[config.mk]
export PLATFORM = sky130hd
export DESIGN_NAME = two_wire_slave_receiver
export DESIGN_NICKNAME = d
export VERILOG_FILES = /design/src/include/tw_pkg.sv /design/src/include/line_if.sv /design/src/core/two_wire_slave_receiver.sv /design/src/core/line_sampler.sv /design/src/core/byte_shifter.sv
export SDC_FILE = /design/constraint.sdc
export NUM_CORES = 1
export LEC_CHECK = 0
export BUFFER_PORTS_ARGS = -buffer_cell sky130_fd_sc_hd__buf_2
export CORE_MARGIN = 2
export CORE_UTILIZATION = 41
export CTS_CLUSTER_SIZE = 14
export DETAILED_ROUTE_END_ITERATION = 10
export RECOVER_POWER = 25
export SETUP_SLACK_MARGIN = 0.15
export SYNTH_ARGS = -nofsm -noshare
export SYNTH_HDL_FRONTEND = slang
export SYNTH_SLANG_ARGS = --single-unit
[constraint.sdc]
create_clock -name CLOCK -period 4.2 [get_ports CLOCK]
set_input_delay 0.63 -clock CLOCK [delete_from_list [all_inputs] [get_ports CLOCK]]
set_output_delay 0.63 -clock CLOCK [all_outputs]
set_load 0.005 [all_outputs]
[src/include/tw_pkg.sv]
// Shared constants of the two-wire slave block: register map, control bits,
// status codes, reset values, timing and the link state enumeration.
// Assumes a 200 MHz system clock.
package tw_pkg;

	// ****************************************************************
	// Register indices on the register port
	// ****************************************************************
	localparam logic [1:0] CTRL_IDX = 2'h0;
	localparam logic [1:0] STATUS_IDX = 2'h1;
	localparam logic [1:0] DATA_IDX = 2'h2;
	localparam logic [1:0] OWN_ADDR_IDX = 2'h3;

	// ****************************************************************
	// Field positions
	// ****************************************************************
	localparam int FLAG_BIT = 7;
	localparam int ACK_EN_BIT = 6;
	localparam int START_BIT = 5;
	localparam int STOP_BIT = 4;
	localparam int ENABLE_BIT = 2;
	localparam int GC_EN_BIT = 0;

	// ****************************************************************
	// Reset values and fixed addresses
	// ****************************************************************
	localparam logic [7:0] OWN_ADDR_RESET = 8'h00;
	localparam logic [7:0] DATA_RESET = 8'hFF;
	localparam logic [7:0] STATUS_RESET = 8'hF8;
	localparam logic [6:0] GENERAL_CALL = 7'h00;

	// ****************************************************************
	// Status codes, prescaler bits excluded
	// ****************************************************************
	localparam logic [7:0] ST_OWN_W = 8'h60;
	localparam logic [7:0] ST_ARB_OWN_W = 8'h68;
	localparam logic [7:0] ST_GC_W = 8'h70;
	localparam logic [7:0] ST_ARB_GC_W = 8'h78;
	localparam logic [7:0] ST_RX_ACK_OWN = 8'h80;
	localparam logic [7:0] ST_RX_NACK_OWN = 8'h88;
	localparam logic [7:0] ST_RX_ACK_GC = 8'h90;
	localparam logic [7:0] ST_RX_NACK_GC = 8'h98;
	localparam logic [7:0] ST_OWN_R = 8'hA8;
	localparam logic [7:0] ST_ARB_OWN_R = 8'hB0;
	localparam logic [7:0] ST_TX_ACK = 8'hB8;
	localparam logic [7:0] ST_TX_NACK = 8'hC0;
	localparam logic [7:0] ST_TX_LAST_ACK = 8'hC8;

	// ****************************************************************
	// Timing
	// ****************************************************************
	localparam int CLOCK_PERIOD_NS = 5;
	localparam int START_HOLD_NS = 4000;
	localparam int START_HOLD_CYCLES = (START_HOLD_NS + CLOCK_PERIOD_NS - 1) / CLOCK_PERIOD_NS;
	localparam logic [9:0] START_HOLD_LAST = 10'(START_HOLD_CYCLES - 1);

	typedef enum logic [3:0] {
		S_IDLE = 4'b0000,
		S_ADDR = 4'b0001,
		S_ACK_OUT = 4'b0010,
		S_WAIT_SW = 4'b0011,
		S_RX = 4'b0100,
		S_TX = 4'b0101,
		S_TX_ACK = 4'b0110,
		S_START = 4'b0111,
		S_HELD = 4'b1000
	} link_state_type;

endpackage

[src/include/line_if.sv]
// Synchronised bus line levels and bus events, from sampler to core.
// Assumes both ends run on the same system clock.
`timescale 1ns/100ps
`default_nettype none
interface line_if;
	logic scl;
	logic sda;
	logic scl_rise;
	logic scl_fall;
	logic start_seen;
	logic stop_seen;
	logic bus_busy;
	modport sampler(output scl, sda, scl_rise, scl_fall, start_seen, stop_seen, bus_busy);
	modport core(input scl, sda, scl_rise, scl_fall, start_seen, stop_seen, bus_busy);
endinterface
`default_nettype wire

[src/core/two_wire_slave_receiver.sv]
// Two-wire slave receiver with slave transmit tail, register port and wake.
// Assumes open-drain pads outside, a 200 MHz CLOCK and same-domain ARB_LOST.
//
// Contract
// [RL1] Last byte acked by master: 0xC8, not addressed
// [RL2] Ack enabled: own and enabled general call recognised
// [RL3] Start request: issue START when bus free
// [RL4] Own address sits in upper seven bits
// [RL5] Address bit zero enables general call answer
// [RL6] Software enables with pattern 0100010x
// [RL7] Direction bit picks receive or transmit
// [RL8] Address plus write sets flag and status
// [RL9] Arbitration loss may lead into slave receive
// [RL10] Ack enable cleared: next byte gets NACK
// [RL11] Ack enable zero: address ignored, bus watched
// [RL12] Deep sleep: address match wakes the part
// [RL13] After wake, SCL held until flag cleared
// [RL14] Data register unreliable after sleep wake
// [RL15] Own address with write acked: 0x60
// [RL16] General call acked: 0x70
// [RL17] After arbitration loss: 0x68 or 0x78
// [RL18] Flag cleared: next byte acked per enable
// [RL19] Software masks prescaler bits in status
// [RL20] Bus released, status changes only with flag
`timescale 1ns/100ps
`default_nettype none
module two_wire_slave_receiver (
	input wire logic CLOCK,
	input wire logic RSTN,
	input wire logic [1:0] REG_ADDR,
	input wire logic [7:0] REG_WDATA,
	input wire logic REG_WR,
	input wire logic REG_RD,
	output logic [7:0] REG_RDATA,
	input wire logic SCL_IN,
	output logic SCL_OUT,
	output logic SCL_OE,
	input wire logic SDA_IN,
	output logic SDA_OUT,
	output logic SDA_OE,
	input wire logic ARB_LOST,
	input wire logic SLEEP_DEEP,
	output logic WAKE,
	output logic START_HELD
);
	line_if lines();

	tw_pkg::link_state_type state_reg;
	tw_pkg::link_state_type state_next;
	tw_pkg::link_state_type after_reg;
	tw_pkg::link_state_type after_next;
	logic flag_reg;
	logic ack_en_reg;
	logic start_req_reg;
	logic stop_req_reg;
	logic enable_reg;
	logic [7:0] status_reg;
	logic [1:0] prescale_reg;
	logic [7:0] data_reg;
	logic [7:0] own_addr_reg;
	logic [7:0] pend_reg;
	logic [7:0] pend_next;
	logic [7:0] rdata_reg;
	logic ack_drive_reg;
	logic ack_drive_next;
	logic gc_reg;
	logic gc_next;
	logic last_reg;
	logic last_next;
	logic master_ack_reg;
	logic lost_reg;
	logic wake_reg;
	logic [9:0] hold_count_reg;
	logic set_flag;
	logic [7:0] set_code;
	logic matched;
	logic shift_clear;
	logic shift_load;
	logic [7:0] shift_data;
	logic [3:0] shift_count;
	logic match_own;
	logic match_gc;
	logic ctrl_write;
	logic addr_done;

	// ****************************************************************
	// Line sampling and bit shifting
	// ****************************************************************
	line_sampler sampler (
		.clock(CLOCK),
		.rstn(RSTN),
		.scl_in(SCL_IN),
		.sda_in(SDA_IN),
		.lines(lines)
	);

	byte_shifter #(.WIDTH(8)) shifter (
		.clock(CLOCK),
		.rstn(RSTN),
		.clear(shift_clear),
		.load(shift_load),
		.load_data(data_reg),
		.sample(lines.scl_rise && (state_reg == tw_pkg::S_ADDR || state_reg == tw_pkg::S_RX)),
		.shift(lines.scl_fall && state_reg == tw_pkg::S_TX),
		.bit_in(lines.sda),
		.data(shift_data),
		.count(shift_count)
	);

	// Status of a received data byte
	function automatic logic [7:0] rx_code(input logic gc, input logic acked);
		if (gc) begin
			rx_code = acked ? tw_pkg::ST_RX_ACK_GC : tw_pkg::ST_RX_NACK_GC;
		end else begin
			rx_code = acked ? tw_pkg::ST_RX_ACK_OWN : tw_pkg::ST_RX_NACK_OWN;
		end
	endfunction

	assign match_own = shift_data[7:1] == own_addr_reg[7:1]; // [RL4]
	assign match_gc = shift_data[7:1] == tw_pkg::GENERAL_CALL && own_addr_reg[tw_pkg::GC_EN_BIT]
		&& !shift_data[0]; // [RL5]
	assign ctrl_write = REG_WR && REG_ADDR == tw_pkg::CTRL_IDX;
	assign addr_done = state_reg == tw_pkg::S_ADDR && enable_reg && !stop_req_reg
		&& lines.scl_fall && shift_count == 4'h8;

	// ****************************************************************
	// Link state machine
	// ****************************************************************
	always_comb begin
		state_next = state_reg;
		after_next = after_reg;
		pend_next = pend_reg;
		ack_drive_next = ack_drive_reg;
		gc_next = gc_reg;
		last_next = last_reg;
		set_flag = 1'b0;
		set_code = status_reg;
		matched = 1'b0;
		shift_clear = 1'b0;
		shift_load = 1'b0;
		if (!enable_reg) begin
			state_next = tw_pkg::S_IDLE;
			ack_drive_next = 1'b0;
		end else if (state_reg == tw_pkg::S_START || state_reg == tw_pkg::S_HELD) begin
			if (state_reg == tw_pkg::S_START && hold_count_reg == tw_pkg::START_HOLD_LAST) begin
				state_next = tw_pkg::S_HELD;
			end else if (state_reg == tw_pkg::S_HELD && !start_req_reg) begin
				state_next = tw_pkg::S_IDLE;
			end
		end else if (lines.start_seen) begin
			// Address collection runs even with ack disabled
			state_next = tw_pkg::S_ADDR; // [RL11]
			shift_clear = 1'b1;
			ack_drive_next = 1'b0;
		end else if (lines.stop_seen || stop_req_reg) begin
			state_next = tw_pkg::S_IDLE;
			ack_drive_next = 1'b0;
		end else begin
			case (state_reg)
				tw_pkg::S_IDLE: begin
					if (start_req_reg && !lines.bus_busy) begin
						state_next = tw_pkg::S_START; // [RL3]
					end
				end
				tw_pkg::S_ADDR: begin
					if (addr_done) begin
						if ((match_own || match_gc) && ack_en_reg) begin // [RL2] [RL11] [RL12]
							state_next = tw_pkg::S_ACK_OUT;
							ack_drive_next = 1'b1;
							gc_next = match_gc;
							matched = 1'b1;
							if (shift_data[0]) begin
								after_next = tw_pkg::S_TX; // [RL7]
								pend_next = lost_reg ? tw_pkg::ST_ARB_OWN_R : tw_pkg::ST_OWN_R;
							end else if (match_gc) begin
								after_next = tw_pkg::S_RX; // [RL7] [RL9]
								pend_next = lost_reg ? tw_pkg::ST_ARB_GC_W : tw_pkg::ST_GC_W; // [RL16] [RL17]
							end else begin
								after_next = tw_pkg::S_RX;
								pend_next = lost_reg ? tw_pkg::ST_ARB_OWN_W : tw_pkg::ST_OWN_W; // [RL15] [RL17]
							end
						end else begin
							state_next = tw_pkg::S_IDLE;
						end
					end
				end
				tw_pkg::S_ACK_OUT: begin
					if (lines.scl_fall) begin
						ack_drive_next = 1'b0;
						set_flag = 1'b1; // [RL8]
						set_code = pend_reg;
						state_next = tw_pkg::S_WAIT_SW;
					end
				end
				tw_pkg::S_WAIT_SW: begin
					if (!flag_reg) begin
						if (after_reg == tw_pkg::S_TX) begin
							shift_load = 1'b1;
							last_next = !ack_en_reg;
							state_next = tw_pkg::S_TX;
						end else if (after_reg == tw_pkg::S_RX) begin
							shift_clear = 1'b1; // [RL18]
							state_next = tw_pkg::S_RX;
						end else begin
							state_next = tw_pkg::S_IDLE;
						end
					end
				end
				tw_pkg::S_RX: begin
					if (lines.scl_fall && shift_count == 4'h8) begin
						ack_drive_next = ack_en_reg; // [RL10] [RL18]
						pend_next = rx_code(gc_reg, ack_en_reg);
						after_next = ack_en_reg ? tw_pkg::S_RX : tw_pkg::S_IDLE;
						state_next = tw_pkg::S_ACK_OUT;
					end
				end
				tw_pkg::S_TX: begin
					if (lines.scl_fall && shift_count == 4'h7) begin
						state_next = tw_pkg::S_TX_ACK;
					end
				end
				tw_pkg::S_TX_ACK: begin
					if (lines.scl_fall) begin
						set_flag = 1'b1;
						state_next = tw_pkg::S_WAIT_SW;
						if (!master_ack_reg) begin
							set_code = tw_pkg::ST_TX_NACK;
							after_next = tw_pkg::S_IDLE;
						end else if (last_reg) begin
							set_code = tw_pkg::ST_TX_LAST_ACK; // [RL1]
							after_next = tw_pkg::S_IDLE;
						end else begin
							set_code = tw_pkg::ST_TX_ACK;
							after_next = tw_pkg::S_TX;
						end
					end
				end
				default: begin
					state_next = tw_pkg::S_IDLE;
				end
			endcase
		end
	end

	always_ff @(posedge CLOCK or negedge RSTN) begin
		if (!RSTN) begin
			state_reg <= tw_pkg::S_IDLE;
			after_reg <= tw_pkg::S_IDLE;
			pend_reg <= tw_pkg::STATUS_RESET;
			ack_drive_reg <= 1'b0;
			gc_reg <= 1'b0;
			last_reg <= 1'b0;
		end else begin
			state_reg <= state_next;
			after_reg <= after_next;
			pend_reg <= pend_next;
			ack_drive_reg <= ack_drive_next;
			gc_reg <= gc_next;
			last_reg <= last_next;
		end
	end

	// ****************************************************************
	// Bus side helpers: master ack, arbitration, wake, start hold
	// ****************************************************************
	always_ff @(posedge CLOCK or negedge RSTN) begin
		if (!RSTN) begin
			master_ack_reg <= 1'b0;
		end else if (state_reg == tw_pkg::S_TX_ACK && lines.scl_rise) begin
			master_ack_reg <= !lines.sda;
		end
	end

	always_ff @(posedge CLOCK or negedge RSTN) begin
		if (!RSTN) begin
			lost_reg <= 1'b0;
		end else if (ARB_LOST) begin
			lost_reg <= 1'b1;
		end else if (matched) begin
			lost_reg <= 1'b0;
		end
	end

	always_ff @(posedge CLOCK or negedge RSTN) begin
		if (!RSTN) begin
			wake_reg <= 1'b0;
		end else if (!SLEEP_DEEP) begin
			wake_reg <= 1'b0;
		end else if (matched) begin
			wake_reg <= 1'b1; // [RL12]
		end
	end

	always_ff @(posedge CLOCK or negedge RSTN) begin
		if (!RSTN) begin
			hold_count_reg <= 10'h000;
		end else if (state_reg == tw_pkg::S_START) begin
			hold_count_reg <= hold_count_reg + 10'h001;
		end else begin
			hold_count_reg <= 10'h000;
		end
	end

	// ****************************************************************
	// Software registers
	// ****************************************************************
	always_ff @(posedge CLOCK or negedge RSTN) begin
		if (!RSTN) begin
			flag_reg <= 1'b0;
		end else begin
			// Hardware set wins over a clear in the same cycle
			flag_reg <= set_flag || (flag_reg && !(ctrl_write && REG_WDATA[tw_pkg::FLAG_BIT]));
		end
	end

	always_ff @(posedge CLOCK or negedge RSTN) begin
		if (!RSTN) begin
			ack_en_reg <= 1'b0;
			start_req_reg <= 1'b0;
			stop_req_reg <= 1'b0;
			enable_reg <= 1'b0;
		end else if (ctrl_write) begin
			ack_en_reg <= REG_WDATA[tw_pkg::ACK_EN_BIT];
			start_req_reg <= REG_WDATA[tw_pkg::START_BIT];
			stop_req_reg <= REG_WDATA[tw_pkg::STOP_BIT];
			enable_reg <= REG_WDATA[tw_pkg::ENABLE_BIT];
		end else if (stop_req_reg) begin
			stop_req_reg <= 1'b0;
		end
	end

	always_ff @(posedge CLOCK or negedge RSTN) begin
		if (!RSTN) begin
			status_reg <= tw_pkg::STATUS_RESET;
		end else if (set_flag) begin
			status_reg <= set_code; // [RL20]
		end
	end

	always_ff @(posedge CLOCK or negedge RSTN) begin
		if (!RSTN) begin
			prescale_reg <= 2'h0;
			own_addr_reg <= tw_pkg::OWN_ADDR_RESET;
		end else if (REG_WR && REG_ADDR == tw_pkg::STATUS_IDX) begin
			prescale_reg <= REG_WDATA[1:0];
		end else if (REG_WR && REG_ADDR == tw_pkg::OWN_ADDR_IDX) begin
			own_addr_reg <= REG_WDATA;
		end
	end

	// Received bytes are not stored while asleep
	always_ff @(posedge CLOCK or negedge RSTN) begin
		if (!RSTN) begin
			data_reg <= tw_pkg::DATA_RESET;
		end else if (REG_WR && REG_ADDR == tw_pkg::DATA_IDX) begin
			data_reg <= REG_WDATA;
		end else if (state_reg == tw_pkg::S_RX && lines.scl_fall && shift_count == 4'h8
			&& !SLEEP_DEEP) begin
			data_reg <= shift_data; // [RL14]
		end
	end

	always_ff @(posedge CLOCK or negedge RSTN) begin
		if (!RSTN) begin
			rdata_reg <= 8'h00;
		end else if (!REG_RD) begin
			rdata_reg <= 8'h00;
		end else if (REG_ADDR == tw_pkg::CTRL_IDX) begin
			rdata_reg <= {flag_reg, ack_en_reg, start_req_reg, stop_req_reg, 1'b0, enable_reg, 2'h0};
		end else if (REG_ADDR == tw_pkg::STATUS_IDX) begin
			rdata_reg <= {status_reg[7:3], 1'b0, prescale_reg}; // [RL19]
		end else if (REG_ADDR == tw_pkg::DATA_IDX) begin
			rdata_reg <= data_reg;
		end else begin
			rdata_reg <= own_addr_reg;
		end
	end

	// ****************************************************************
	// Outputs: open-drain, only ever pulled low
	// ****************************************************************
	assign REG_RDATA = rdata_reg;
	assign SDA_OUT = 1'b0;
	assign SCL_OUT = 1'b0;
	assign SDA_OE = (state_reg == tw_pkg::S_ACK_OUT && ack_drive_reg) // [RL20]
		|| (state_reg == tw_pkg::S_TX && !shift_data[7])
		|| state_reg == tw_pkg::S_START || state_reg == tw_pkg::S_HELD;
	assign SCL_OE = (state_reg == tw_pkg::S_WAIT_SW && flag_reg) // [RL13]
		|| state_reg == tw_pkg::S_HELD;
	assign WAKE = wake_reg;
	assign START_HELD = state_reg == tw_pkg::S_HELD;
endmodule
`default_nettype wire

[src/core/line_sampler.sv]
// Two-flop synchroniser for SCL and SDA plus edge, START and STOP detection.
// Assumes the bus lines are asynchronous to CLOCK.
`timescale 1ns/100ps
`default_nettype none
module line_sampler (
	input wire logic clock,
	input wire logic rstn,
	input wire logic scl_in,
	input wire logic sda_in,
	line_if.sampler lines
);
	logic [1:0] sync1_reg;
	logic [1:0] sync2_reg;
	logic [1:0] prev_reg;
	logic busy_reg;

	// ****************************************************************
	// Synchroniser, bit 1 is SCL and bit 0 is SDA
	// ****************************************************************
	always_ff @(posedge clock or negedge rstn) begin
		if (!rstn) begin
			sync1_reg <= 2'h3;
			sync2_reg <= 2'h3;
			prev_reg <= 2'h3;
		end else begin
			sync1_reg <= {scl_in, sda_in};
			sync2_reg <= sync1_reg;
			prev_reg <= sync2_reg;
		end
	end

	assign lines.scl = sync2_reg[1];
	assign lines.sda = sync2_reg[0];
	assign lines.scl_rise = sync2_reg[1] && !prev_reg[1];
	assign lines.scl_fall = !sync2_reg[1] && prev_reg[1];
	assign lines.start_seen = sync2_reg[1] && prev_reg[1] && prev_reg[0] && !sync2_reg[0];
	assign lines.stop_seen = sync2_reg[1] && prev_reg[1] && !prev_reg[0] && sync2_reg[0];
	assign lines.bus_busy = busy_reg;

	always_ff @(posedge clock or negedge rstn) begin
		if (!rstn) begin
			busy_reg <= 1'b0;
		end else if (lines.start_seen) begin
			busy_reg <= 1'b1;
		end else if (lines.stop_seen) begin
			busy_reg <= 1'b0;
		end
	end
endmodule
`default_nettype wire

[src/core/byte_shifter.sv]
// Byte shift register with bit counter: shifts in on sample, out on shift.
// Assumes sample and shift are never high in the same cycle.
`timescale 1ns/100ps
`default_nettype none
module byte_shifter #(
	parameter int WIDTH = 8
) (
	input wire logic clock,
	input wire logic rstn,
	input wire logic clear,
	input wire logic load,
	input wire logic [WIDTH-1:0] load_data,
	input wire logic sample,
	input wire logic shift,
	input wire logic bit_in,
	output logic [WIDTH-1:0] data,
	output logic [3:0] count
);
	always_ff @(posedge clock or negedge rstn) begin
		if (!rstn) begin
			data <= '1;
			count <= 4'h0;
		end else if (clear) begin
			data <= '1;
			count <= 4'h0;
		end else if (load) begin
			data <= load_data;
			count <= 4'h0;
		end else if (sample) begin
			data <= {data[WIDTH-2:0], bit_in};
			count <= count + 4'h1;
		end else if (shift) begin
			data <= {data[WIDTH-2:0], 1'b1};
			count <= count + 4'h1;
		end
	end
endmodule
`default_nettype wire

* After elaboration in Yosys (flattened, before gate mapping)
Cells that the tools add are included.
** Cells by class
- Add/subtract/negate cells :: 2
- Multiply operators :: 0
- Div/mod/pow operators :: 0
- $lt $le $gt $ge :: 0
- Eq/ne operators :: 36
- Shifts and indexed selects :: 0
- Muxes and demuxes :: 101
- Bitwise operators :: 5
- Reduce and logical (&&, ||, !) cells :: 74
** Operators by type and width (number)
- two-way mux 8 bit :: 16
- two-way mux 4 bit :: 24
- two-way mux 1 bit :: 44
- logical AND 1 bit :: 34
- case mux 8 bit (2 select lines) :: 2
- == test 4 x 3 -> 1 bit (second input constant) :: 7
- case mux 4 bit (6 select lines) :: 1
- AND reduction 7 bit :: 3
- != test 6 bit (second input constant) :: 3
- AND reduction 8 bit :: 2
- two-way mux 3 bit :: 5
- two-way mux 5 bit :: 3
- two-way mux 7 bit :: 2
- logical NOT 1 bit :: 12
- != test 6 x 4 -> 1 bit (second input constant) :: 2
- case mux 4 bit (3 select lines) :: 1
- adder 10 x 1 -> 10 bit (second input constant) :: 1
- == test 10 bit (second input constant) :: 1
- two-way mux 10 bit :: 1
- != test 5 x 3 -> 1 bit (second input constant) :: 2
- nonzero test 2 bit :: 5
- logical OR 1 bit :: 9
- AND reduction 9 bit :: 1
- == test 4 x 2 -> 1 bit (second input constant) :: 2
- other kinds (24) :: 35
** Storage, ports and cells
- Register bits :: 90
- Bits in latches :: 0
- RAM bits :: 0
- Bits in read-only memories :: 0
- Bits of input ports :: 18
- Output and inout port bits :: 14
- Logic and storage cells :: 244
- Memories :: 0

* Logic depth before layout (Yosys ltp)
Gate-level depths: netlist of the first run.
- Depth in word-level cells :: 14
- Gate-level depth with buffers :: 8
- Mapped depth without buffers :: 8

* Cells and area by module
Synthesis of the first run repeated with hierarchy kept, for this count alone.
** Second synthesis, totals
- Cells, all modules :: 412
- Area total of the unflattened synthesis :: 4332.9 um^2
** Modules (own cells, without submodules)
- two_wire_slave_receiver :: instances 1, cells an instance 334, area an instance 3469.6 um^2, sequential area each 1599.0 um^2
- byte_shifter :: instances 1, cells an instance 62, area an instance 633.1 um^2, sequential area each 310.3 um^2
- line_sampler :: instances 1, cells an instance 16, area an instance 230.2 um^2, sequential area each 182.7 um^2

* Worst setup path before layout of the first run
No wires, ideal clock.
- Path type :: register to register
- From :: reg state_reg[0]
- To :: reg gc_reg
- Library setup time :: 0.125 ns
- Arrival :: 1.808 ns
- Data required time :: 4.075 ns
- Path slack :: 2.268 ns
- Stages on the path, launching flop included :: 7
- Buffers on the path :: 0
- Period minus slack after synthesis :: 1.932 ns
- Cells stage by stage :: dfrtp_1 -> or4b_4 -> and3_4 -> nand2_4 -> nor2_1 -> nand3_1 -> mux2_2
** Between the ends
- Word-level cells in the longest chain between the ends :: 6
- Elaborated cells between the ends (all ways) :: 10
- Classes of those cells :: 3 x eq/ne; 1 x bitwise; 6 x reduce/logical
** Ends and longest elaborated chain
- start, declared :: RTL line two_wire_slave_receiver.sv:48 : tw_pkg::link_state_type state_reg;
- start signal, assigned :: RTL line two_wire_slave_receiver.sv:247 : state_reg <= tw_pkg::S_IDLE;
- start signal, assigned :: RTL line two_wire_slave_receiver.sv:254 : state_reg <= state_next;
- == test 4 x 1 -> 1 bit :: RTL line two_wire_slave_receiver.sv:123, two_wire_slave_receiver.sv:159
- logical AND 1 bit (2 in series) :: RTL line two_wire_slave_receiver.sv:123 : assign addr_done = state_reg == tw_pkg::S_ADDR && enable_reg && !stop_req_reg
- logical AND 1 bit (2 in series) :: RTL line two_wire_slave_receiver.sv:124 : && lines.scl_fall && shift_count == 4'h8;
- AND reduction 7 bit (no source line) (*)
- end signal, assigned :: RTL line two_wire_slave_receiver.sv:258 : gc_reg <= gc_next;
- end, declared :: RTL line two_wire_slave_receiver.sv:66 : logic gc_reg;
Mark *: on every way between the ends. The rest lies on a longest branch, timed or not.
A chain may end at the register's enable or synchronous reset.

* Worst setup path in the final report of the first run
- From :: reg state_reg[2]
- To :: reg shifter.count[1]
** Between the ends
- Word-level cells in the longest chain between the ends :: 8
- Elaborated cells between the ends (all ways) :: 24
- Classes of those cells :: 6 x eq/ne; 13 x mux; 5 x reduce/logical
** Ends and longest elaborated chain
- == test 4 x 2 -> 1 bit :: RTL line two_wire_slave_receiver.sv:159 : case (state_reg)
- two-way mux 1 bit :: RTL line two_wire_slave_receiver.sv:159
- two-way mux 1 bit :: RTL line two_wire_slave_receiver.sv:155 : end else if (lines.stop_seen || stop_req_reg) begin
- two-way mux 1 bit :: RTL line two_wire_slave_receiver.sv:150 : end else if (lines.start_seen) begin
- two-way mux 1 bit :: RTL line two_wire_slave_receiver.sv:144 : end else if (state_reg == tw_pkg::S_START || state_reg == tw_pkg::S_HELD) begin
- two-way mux 1 bit :: RTL line two_wire_slave_receiver.sv:141 : if (!enable_reg) begin
- two-way mux 4 bit :: RTL line byte_shifter.sv:26 : end else if (load) begin
- two-way mux 4 bit :: RTL line byte_shifter.sv:23 : end else if (clear) begin
- end signal, assigned :: RTL line byte_shifter.sv:31 : count <= count + 4'h1;
- end signal, assigned :: RTL line byte_shifter.sv:34 : count <= count + 4'h1;
- end, declared :: RTL line byte_shifter.sv:17 : output logic [3:0] count
Parallel ways exist; a longest one is shown, timed or not.

==> metrics.cfg, run 1 <==
[final_layout]
design_area_mm2=0.00483
nNetsFinal=455
seq_area_mm2=0.00209
fin_cells=575
largest_reg_flops=10
n_fill_cell=985
final_util=0.468
layout-drive-gt1-share=0.296
antenna_cells=0
multiInputGateArea_mm2=0.00211
area.growth.synth_to_final_pct=11.1

[job]
max_cap_violations=0

[logic_synthesis]
ys_top_cells_by_area=dfrtp_1, dfstp_2, mux2_2, mux2i_1, nor2_1
synth_edf_count=0
synthFlopType=dfrtp_1
yosys.area_share.adder=0.00862
yosys_register_bits=82
synth_top_family_by_area=simple AND/OR/NAND/NOR gates
synth-seq-area-share=0.481
synth_top_area_share=0.287
async_flop_share=1.00
synth_top_area_cell=dfrtp_1
synth_cell_types=70
synth-xor-area-share=0.0402
synth_area_per_cell_um2=10.6
yosys-mux-area-fraction=0.142
synthTopCellsByCount=dfrtp_1, nor2_1, nand2_1
syn_inst=409
synth_area_mm2=0.00435
synth.most_common_cell=dfrtp_1
yosys_warnings=0
synth_compound_area_frac=0.106
synth-simple-area-share=0.187

[sta]
clock_skew_ns=0.0151
clock.fmax_mhz=345
worst_pin_slew_ns=1.09
relSlewSlack=0.271
setup_viol=0
fin_crit_sh=0.691
period_needed_ns=2.90
grt_setup_unrepaired=false
hold_viol=0
fin_setup_tns_ns=0
slew_violations=0

[placed_design]
gp_congestion=0.930
place_area_mm2=0.00459
dp_hpwl_um=6960
dpl.cell_count=559
numPortBuffers=29

[power]
p_int_w=0.00169
pwr-share-seq=0.474
pwr-share-clk=0.280
net-switching-power_w=0.000839
power-per-cell-area_mw_per_mm2=523
combPwrFrac=0.246
leakage_nw=2.02
swShare=0.332
p_total_w=0.00253
ir_drop_mv=0.188

[clock_network]
post_cts_resized=0
clkLatencyLatePin_ns=0.37
cts_root_buf=clkbuf_8
cts_sinks=82
cts_inserted_buffers=9
clkSlewWorstSetupHoldPaths_ns=0.08
htree_levels=3
postCtsSetupBuffers=0
clockBufferDepth=2
cts_tree=yes
cts_hold_buf=0

[worst_setup_path]
critPathKind=reg -> reg
crit_chain=nand4b_1 -> and3_4 -> nand2_4 -> nor3_2 -> or2_4 -> nor2_1
cp_max_fo=22
startpoint_type=register
crit_arrival_ns=3.16
cpPeakStageDelay_ns=0.88
worstPathRequired_ns=4.46
cp_slowest_cell=nor3_2
end_kind=register

[status]
outcome=completed

[global_route]
grt_pass1_wl_um=16000
grtUsageTotal=0.185
grt_pass1_vias=3026
grt_max_degree=60
grt_overflow=0
antenna_found_initial=0

[floorplan]
dieWidth_um=107
initial_utilization=0.422
die_y_um=107
fp.dieArea_mm2=0.0115
ioPinCount=32
coreArea_mm2=0.0103
row_count=37

[detailed_routing]
vias=3095
drtPass1Iterations=4
routedWlPerCell_um=17.0
antenna_left=0
wl_um=9790
vias_per_cell=5.38
drc=0
drtIter0Drc=224

[hold_path]
hp-class=in -> async

placed cells by master, fill, tap and decap left out, types with 3 or more instances in the layout:
master and count:
and2_1 5, buf_2 27, ha_1 3, xor2_1 6
o31ai_1 3, xnor2_1 14, inv_1 14, a21oi_1 17
o21ai_1 6, nand3_1 20, bufinv_16 3, o21ai_0 15
mux2_2 28, mux2i_1 20, nor3_1 4, nand2_1 36
mux4_2 4, clkbuf_8 9, nand4b_1 3, a22oi_1 4
dfstp_2 30, nand4_1 4, a21o_1 3, nor2_1 41
or3_1 3, nand2b_1 3, dfrtp_1 50, nor2b_1 8
critical path: cells and delay by family (launching register included):
| kind | cells | cell delay (ns) |
|---|---|---|
| simple gates | 6 | 2.16 |
| flops | 1 | 0.63 |
power groups by stage:
stage	Clock [W]	Combinational, W	Sequential, W
5_1_grt	0.000759	0.000687	0.00123
2_1_floorplan	0	0.000545	0.00109
3_3_place_gp	0	0.000607	0.00120
3_5_place_dp	0	0.000616	0.00121
4_1_cts	0.000727	0.000620	0.00120
6_report	0.000708	0.000621	0.00120
metal layers:
metal	global-route usage	vias to the layer above	share of wire
met4	0.0686	0	0.025
met5	0	-	0
met3	0.0535	18	0.044
met1	0.266	1529	0.49
li1	-	1485	-
met2	0.263	63	0.44
area by class of cell:
class                   count  area share
repair buffers             30      0.0318
clock inverters             7      0.0261
inverters                  15      0.0116
well taps                 136      0.0352
flip-flops and latches     82       0.433
clock buffers               9      0.0256
multi-input cells         296       0.437
stage by stage:
stage / worst slack, ns / hold slack, ns
CTS: 1.31 / 0.340
global placement: 1.41 / 0.347
finish: 1.30 / 0.331
floorplan: 2.27 / 0.334
global route: 1.10 / 0.333
detailed placement: 1.30 / 0.348
logic make-up after synthesis:
family	count (synthesis)
muxes	53
and+or+nand+nor	152
other	1
DFF	82
adders and majority gates	3
AOI/OAI and AO/OA	66
xor gates and xnor gates	20
buffers and inverters	32
final timing paths:
kind,startpoint,end,slack (ns),depth (start not counted)
setup / recovery,state_reg[2]$_DFFE_PN0P_,shifter.count[1]$_DFFE_PN0P_,1.30,6
min in group CLOCK,SCL_IN,sampler.sync1_reg[1]$_DFF_PN1_,0.35,1
setup reg to reg,state_reg[2]$_DFFE_PN0P_,shifter.count[1]$_DFFE_PN0P_,1.30,6
max in group asynchronous,RSTN,data_reg[5]$_DFFE_PN1P_,3.00,2
hold / removal,RSTN,state_reg[0]$_DFFE_PN0P_,0.33,1
hold reg to reg,sampler.sync1_reg[1]$_DFF_PN1_,sampler.sync2_reg[1]$_DFF_PN1_,0.36,0
Note: power is estimated with default switching activity, not from simulation.
==> run 2, diff against run 1 <==
--- a/config.mk
+++ b/config.mk
@@ -5,6 +5,7 @@
 export SDC_FILE = /design/constraint.sdc
 export NUM_CORES = 1
 export LEC_CHECK = 0
+export ABC_AREA = 1
 export BUFFER_PORTS_ARGS = -buffer_cell sky130_fd_sc_hd__buf_2
 export CORE_MARGIN = 2
 export CORE_UTILIZATION = 41
==> constraint.sdc (replaced) <==
create_clock -name CLOCK -period 2.9 [get_ports CLOCK]
set_input_delay 0.435 -clock CLOCK [delete_from_list [all_inputs] [get_ports CLOCK]]
set_output_delay 0.435 -clock CLOCK [all_outputs]
set_load 0.005 [all_outputs]
==> run 2 against run 1 <==
  * The flow now finishes with violations (max-capacitance violations, max-slew violations)
  * Count of clock-buffer cells in the layout up 3
  * Worst hold slack worse by 0.16 ns
  * Register-to-register slack worse by 0.50 ns
  * Flip-flop and latch count unchanged
  * Via count up 25%
  * First-iteration DRC count up 36%
  * Sequential power up 45%
  * Critical endpoint is now SDA_OE
  * Worst setup slack worse by 0.65 ns
  * Largest cell class is now sequential cells
  * Utilization up 0.056 points
  * Critical path depth unchanged
  * Combinational power up 88%
  * Die area up 0.99%
  * Highest routed layer unchanged
==> metrics.cfg, run 2 <==
[logic_synthesis]
synth_edf_count=0  ; unchanged
synth_area_per_cell_um2=7.78  ; -27%
synthFlopType=dfrtp_1
synth_top_area_cell=dfrtp_1
synth.most_common_cell=nand2_1
synth_area_mm2=0.00440  ; +1.0%
async_flop_share=1.00  ; unchanged
synth-seq-area-share=0.476  ; -0.00492
synthTopCellsByCount=nand2_1, inv_1, nor2_1
yosys_warnings=0  ; unchanged
synth_top_area_share=0.284  ; -0.00294
ys_top_cells_by_area=dfrtp_1, dfstp_2, nand2_1, inv_1, o21ai_0
synth_cell_types=42  ; -40%
syn_inst=565  ; +38%
yosys_register_bits=82  ; unchanged

[global_route]
grtUsageTotal=0.203  ; +0.0179
grt_pass1_wl_um=18100  ; +13%
grt_overflow=0  ; unchanged
grt_max_degree=83  ; +38%
antenna_found_initial=0  ; unchanged
grt_pass1_vias=3560  ; +18%

[clock_network]
cts_sinks=82  ; unchanged
clockBufferDepth=2  ; unchanged
clkLatencyLatePin_ns=0.36  ; about the same
clkSlewWorstSetupHoldPaths_ns=0.09  ; about the same
cts_hold_buf=0  ; unchanged
cts_root_buf=clkbuf_8
cts_tree=yes
cts_inserted_buffers=9  ; unchanged
post_cts_resized=0  ; unchanged
postCtsSetupBuffers=0  ; unchanged
htree_levels=3  ; unchanged

[sta]
period_needed_ns=2.25
fin_setup_tns_ns=0  ; unchanged
slew_violations=83  ; +83
clock_skew_ns=0.0148  ; -0.000278 ns
worst_pin_slew_ns=2.02  ; +0.926 ns
grt_setup_unrepaired=false
relSlewSlack=-0.345  ; -0.616
hold_viol=0  ; unchanged
setup_viol=0  ; unchanged
fin_crit_sh=0.777
clock.fmax_mhz=444
fin_ws_ns=0.646  ; -0.653 ns
hold_ws_ns=0.171  ; -0.160 ns

[worst_setup_path]
crit_arrival_ns=1.82  ; -1.34 ns
critPathKind=reg -> out
end_kind=output pin
startpoint_type=register
cp_max_fo=7  ; -68%
timing.rr.start=state_reg[3]$_DFFE_PN0P_
ff2ff_path_depth=8  ; +2
r2r_slack_ns=0.80  ; -0.50 ns
worstReg2RegEnd=shifter.count[1]$_DFFE_PN0P_
worstPathRequired_ns=2.47  ; -1.99 ns

[detailed_routing]
drtPass1Iterations=5  ; +1
drtIter0Drc=304  ; +36%
drc=0  ; unchanged
vias=3869  ; +25%
vias_per_cell=5.24  ; -2.7%
antenna_left=0  ; unchanged
wl_um=10900  ; +11%
routedWlPerCell_um=14.7  ; -14%

[floorplan]
initial_utilization=0.424  ; +0.00246
ioPinCount=32  ; unchanged
fp.dieArea_mm2=0.0116  ; +0.99%
row_count=37  ; unchanged
coreArea_mm2=0.0104  ; +0.45%
dieWidth_um=108  ; +0.50%
die_y_um=108  ; +0.50%

[final_layout]
nNetsFinal=619  ; +36%
antenna_cells=0  ; unchanged
final_common_cell=nand2_1
design_area_mm2=0.00486  ; +0.57%
n_fill_cell=1053  ; +6.9%
multiInputGateArea_mm2=0.00194  ; -8.2%
final_cell_mix=nand2_1, inv_1, nor2_1, dfrtp_1, o21ai_0
layout-drive-gt1-share=0.163  ; -0.134
largest_reg_flops=10  ; unchanged
final_util=0.469  ; +0.000564
seq_area_mm2=0.00209  ; unchanged
area.growth.synth_to_final_pct=10.6

[status]
violations=max-capacitance violations, max-slew violations
outcome=finished, violations left

[power]
ir_drop_mv=0.352  ; +87%
power-per-cell-area_mw_per_mm2=774  ; +48%
leakage_nw=2.41  ; +19%

[job]
max_cap_violations=1  ; +1

[placed_design]
place_ws_ns=0.847  ; -0.456 ns
place_area_mm2=0.00467  ; +1.8%
dp_hpwl_um=8250  ; +19%
numPortBuffers=29  ; unchanged
gp_congestion=0.943  ; +1.5%

[hold_path]
hp-class=in -> reg
hold_depth=1
min_from=SDA_IN
min_to=sampler.sync1_reg[0]$_DFF_PN1_

-- run 2: worst max-delay path by stage --
stage / start / end / slack, ns / cells past startpoint
4_1_cts: state_reg[3]$_DFFE_PN0P_ / SDA_OE / 0.62 / 6
6_report: state_reg[3]$_DFFE_PN0P_ / SDA_OE / 0.65 / 6
3_3_place_gp: state_reg[3]$_DFFE_PN0P_ / shifter.count[1]$_DFFE_PN0P_ / 0.83 / 8
5_1_grt: state_reg[3]$_DFFE_PN0P_ / SDA_OE / 0.45 / 6
3_5_place_dp: state_reg[3]$_DFFE_PN0P_ / shifter.count[1]$_DFFE_PN0P_ / 0.85 / 8
2_1_floorplan: sampler.sync2_reg[0]$_DFF_PN1_ / pend_reg[6]$_DFFE_PN1P_ / 1.24 / 9
-- run 2: layout make-up --
cell class,count,share of cell area
flip-flops and latches,82,0.430
multi-input cells,391,0.399
inverters,85,0.0656
well taps,136,0.0350
clock buffers,12,0.0299
repair buffers,29,0.0299
clock inverters,4,0.0106
-- run 2: where the power goes --
group / switching [W] / total, W / internal [W] / leakage, nW
registers: 0.000247 / 0.00174 / 0.00149 / 0.990
logic: 0.000768 / 0.00117 / 0.000407 / 1.32
clock network: 0.000429 / 0.000853 / 0.000424 / 0.0970
-- run 2: logic make-up after synthesis --
group	share of synthesized area
and+or+nand+nor	0.302
AOI/OAI and AO/OA	0.125
buffers and inverters	0.0842
DFF	0.476
adders and majority gates	0.00854
xor gates and xnor gates	0.00398
other	0.000853
-- run 2: critical path, stage by stage (launching register included) --
cell and delay [ns]:
dfrtp_1 0.50, inv_2 0.10, nand2_1 0.13, nor3_1 0.23
inv_1 0.15, o221ai_1 0.19, buf_2 0.15
-- run 2: through the flow --
| stage | total power [W] | instances |
|---|---|---|
| after detailed placement | 0.00292 | 723 |
| final | 0.00376 | 739 |
| after global routing | 0.00404 | 739 |
| after floorplan | 0.00255 | 566 |
| after global placement | 0.00290 | 723 |
| after CTS | 0.00378 | 739 |
-- run 2: layer usage --
layer / track usage / vias up / part of all wire
met5: 0 / - / 0
met1: 0.299 / 1818 / 0.49
met4: 0.0806 / 0 / 0.023
li1: - / 1901 / -
met2: 0.300 / 130 / 0.43
met3: 0.0278 / 20 / 0.054
==> run 3, diff against run 2 <==
==> constraint.sdc (replaced) <==
create_clock -name CLOCK -period 2.2 [get_ports CLOCK]
set_input_delay 0.33 -clock CLOCK [delete_from_list [all_inputs] [get_ports CLOCK]]
set_output_delay 0.33 -clock CLOCK [all_outputs]
set_load 0.005 [all_outputs]
==> run 3 against run 2 <==
  * The run now ends clean
  * Global-route usage is essentially flat
  * Utilization grew 1.6 points
  * Worst setup slack got worse by 0.41 ns
  * Critical endpoint unchanged
  * Highest routed layer unchanged
==> metrics.cfg, run 3 (same netlist as run 2, synthesis figures left out) <==
[status]
outcome=completed

[detailed_routing]
drc=0  ; unchanged
vias=3871  ; +0.052%
drtPass1Iterations=5  ; unchanged
routedWlPerCell_um=14.7  ; about the same
wl_um=11100  ; +1.9%
vias_per_cell=5.14  ; -1.8%
antenna_left=0  ; unchanged
drtIter0Drc=285  ; -6.3%

[final_layout]
area.growth.synth_to_final_pct=14.4
nNetsFinal=633  ; +2.3%
final_cell_mix=nand2_1, inv_1, nor2_1, dfrtp_1, o21ai_0
antenna_cells=0  ; unchanged
final_common_cell=nand2_1
largest_reg_flops=10  ; unchanged
layout-drive-gt1-share=0.198  ; +0.0352
fin_cells=753  ; +1.9%
design_area_mm2=0.00503  ; +3.5%
n_fill_cell=1047  ; -0.57%

[power]
p_total_w=0.00506  ; +34%
ir_drop_mv=0.431  ; +23%
power-per-cell-area_mw_per_mm2=1010  ; +30%
leakage_nw=2.51  ; +4.2%

[placed_design]
place_area_mm2=0.00474  ; +1.6%
numPortBuffers=29  ; unchanged
dpl.cell_count=731  ; +1.1%
dp_hpwl_um=8300  ; +0.62%
gp_congestion=0.954  ; +1.1%

[global_route]
grt_overflow=0  ; unchanged
antenna_found_initial=0  ; unchanged
grt_pass1_wl_um=18300  ; +1.1%
grt_pass1_vias=3656  ; +2.7%
grt_max_degree=83  ; unchanged
grtUsageTotal=0.203  ; about the same

[worst_setup_path]
critPathKind=reg -> out
startpoint_type=register
worstPathRequired_ns=1.87  ; -0.60 ns
cp_max_fo=8  ; +1
end_kind=output pin
crit_arrival_ns=1.63  ; -0.19 ns

[floorplan]
die_y_um=108  ; unchanged
fp.dieArea_mm2=0.0116  ; unchanged
dieWidth_um=108  ; unchanged
coreArea_mm2=0.0104  ; unchanged
row_count=37  ; unchanged
initial_utilization=0.424  ; unchanged
ioPinCount=32  ; unchanged

[sta]
hold_viol=0  ; unchanged
grt_setup_unrepaired=false
setup_viol=0  ; unchanged
period_needed_ns=1.96
relSlewSlack=0.654  ; +0.999
fin_crit_sh=0.892
worst_pin_slew_ns=0.518  ; -1.50 ns
fin_setup_tns_ns=0  ; unchanged
clock_skew_ns=0.0138  ; -0.00106 ns
slew_violations=0  ; -100%
clock.fmax_mhz=509

[clock_network]
cts_inserted_buffers=9  ; unchanged
cts_root_buf=clkbuf_8
clockBufferDepth=2  ; unchanged
clkSlewWorstSetupHoldPaths_ns=0.09  ; about the same
clkLatencyLatePin_ns=0.35  ; about the same
cts_hold_buf=0  ; unchanged
cts_sinks=82  ; unchanged
htree_levels=3  ; unchanged
cts_tree=yes

[job]
max_cap_violations=0  ; -1

[hold_path]
hp-class=in -> async

## run 3: cell types whose count changed in the layout (fill, tap and decap cells not counted), moves of 2 or more
cell / delta
dfstp_1: -2
inv_1: -2
buf_4: +13
nand2_2: -2
dfstp_2: +2
clkinv_4: +2
inv_2: +2
nor2_1: -2
## run 3: cell type report
type / count / area [µm²] / share of cell area
flip-flops and latches: 82 / 2090 / 0.416
multi-input cells: 391 / 1980 / 0.394
inverters: 85 / 319 / 0.0634
repair buffers: 43 / 262 / 0.0520
well taps: 136 / 170 / 0.0338
clock buffers: 11 / 141 / 0.0281
clock inverters: 5 / 63.8 / 0.0127
## run 3: what timing repair did
| item | in CTS | in global routing |
|---|---|---|
| setup endpoints to repair | 1 | 20 |
| pin swaps | 0 | 4 |
| setup buffers | 0 | 6 |
| resized for setup | 4 | 8 |
## run 3: layer usage
metal,vias to the layer above,track usage,part of all wire
met1,1832,0.302,0.50
met4,0,0.0604,0.014
met3,15,0.0297,0.048
met2,105,0.306,0.44
met5,-,0,0
li1,1919,-,-
## run 3: path summary, 6_finish.rpt
kind	startpoint	end	slack, ns	cells past startpoint
setup / recovery	state_reg[0]$_DFFE_PN0P_	SDA_OE	0.24	7
hold / removal	RSTN	state_reg[2]$_DFFE_PN0P_	0.05	2
setup reg to reg	shifter.data[3]$_DFFE_PN1P_	pend_reg[6]$_DFFE_PN1P_	0.31	11
hold reg to reg	sampler.sync1_reg[0]$_DFF_PN1_	sampler.sync2_reg[0]$_DFF_PN1_	0.36	0
max in group asynchronous	RSTN	status_reg[7]$_DFFE_PN1P_	1.75	2
min in group CLOCK	SDA_IN	sampler.sync1_reg[0]$_DFF_PN1_	0.07	1
## run 3: worst max-delay path, cell delays in order (launching register included)
cell and delay [ns]:
dfrtp_1 0.45, nand2_1 0.15, inv_1 0.09, nand2_4 0.13, nand2_4 0.10, inv_2 0.11, o221ai_2 0.11, buf_2 0.14
## run 3: through the flow
stage / setup WS, ns / hold WS [ns] / utilization
finish: 0.237 / 0.0497 / 0.485
global route: 0.158 / 0.0495 / 0.485
CTS: 0.151 / 0.0135 / 0.478
detailed placement: 0.191 / 0.347 / 0.457
global placement: 0.206 / 0.346 / 0.457
floorplan: 0.545 / 0.0344 / -
## run 3: power breakdown
part	switching [W]	total (W)	leakage, nW	internal [W]
registers	0.000341	0.00231	0.990	0.00196
clock network	0.000578	0.00114	0.105	0.000567
logic	0.00104	0.00161	1.41	0.000568
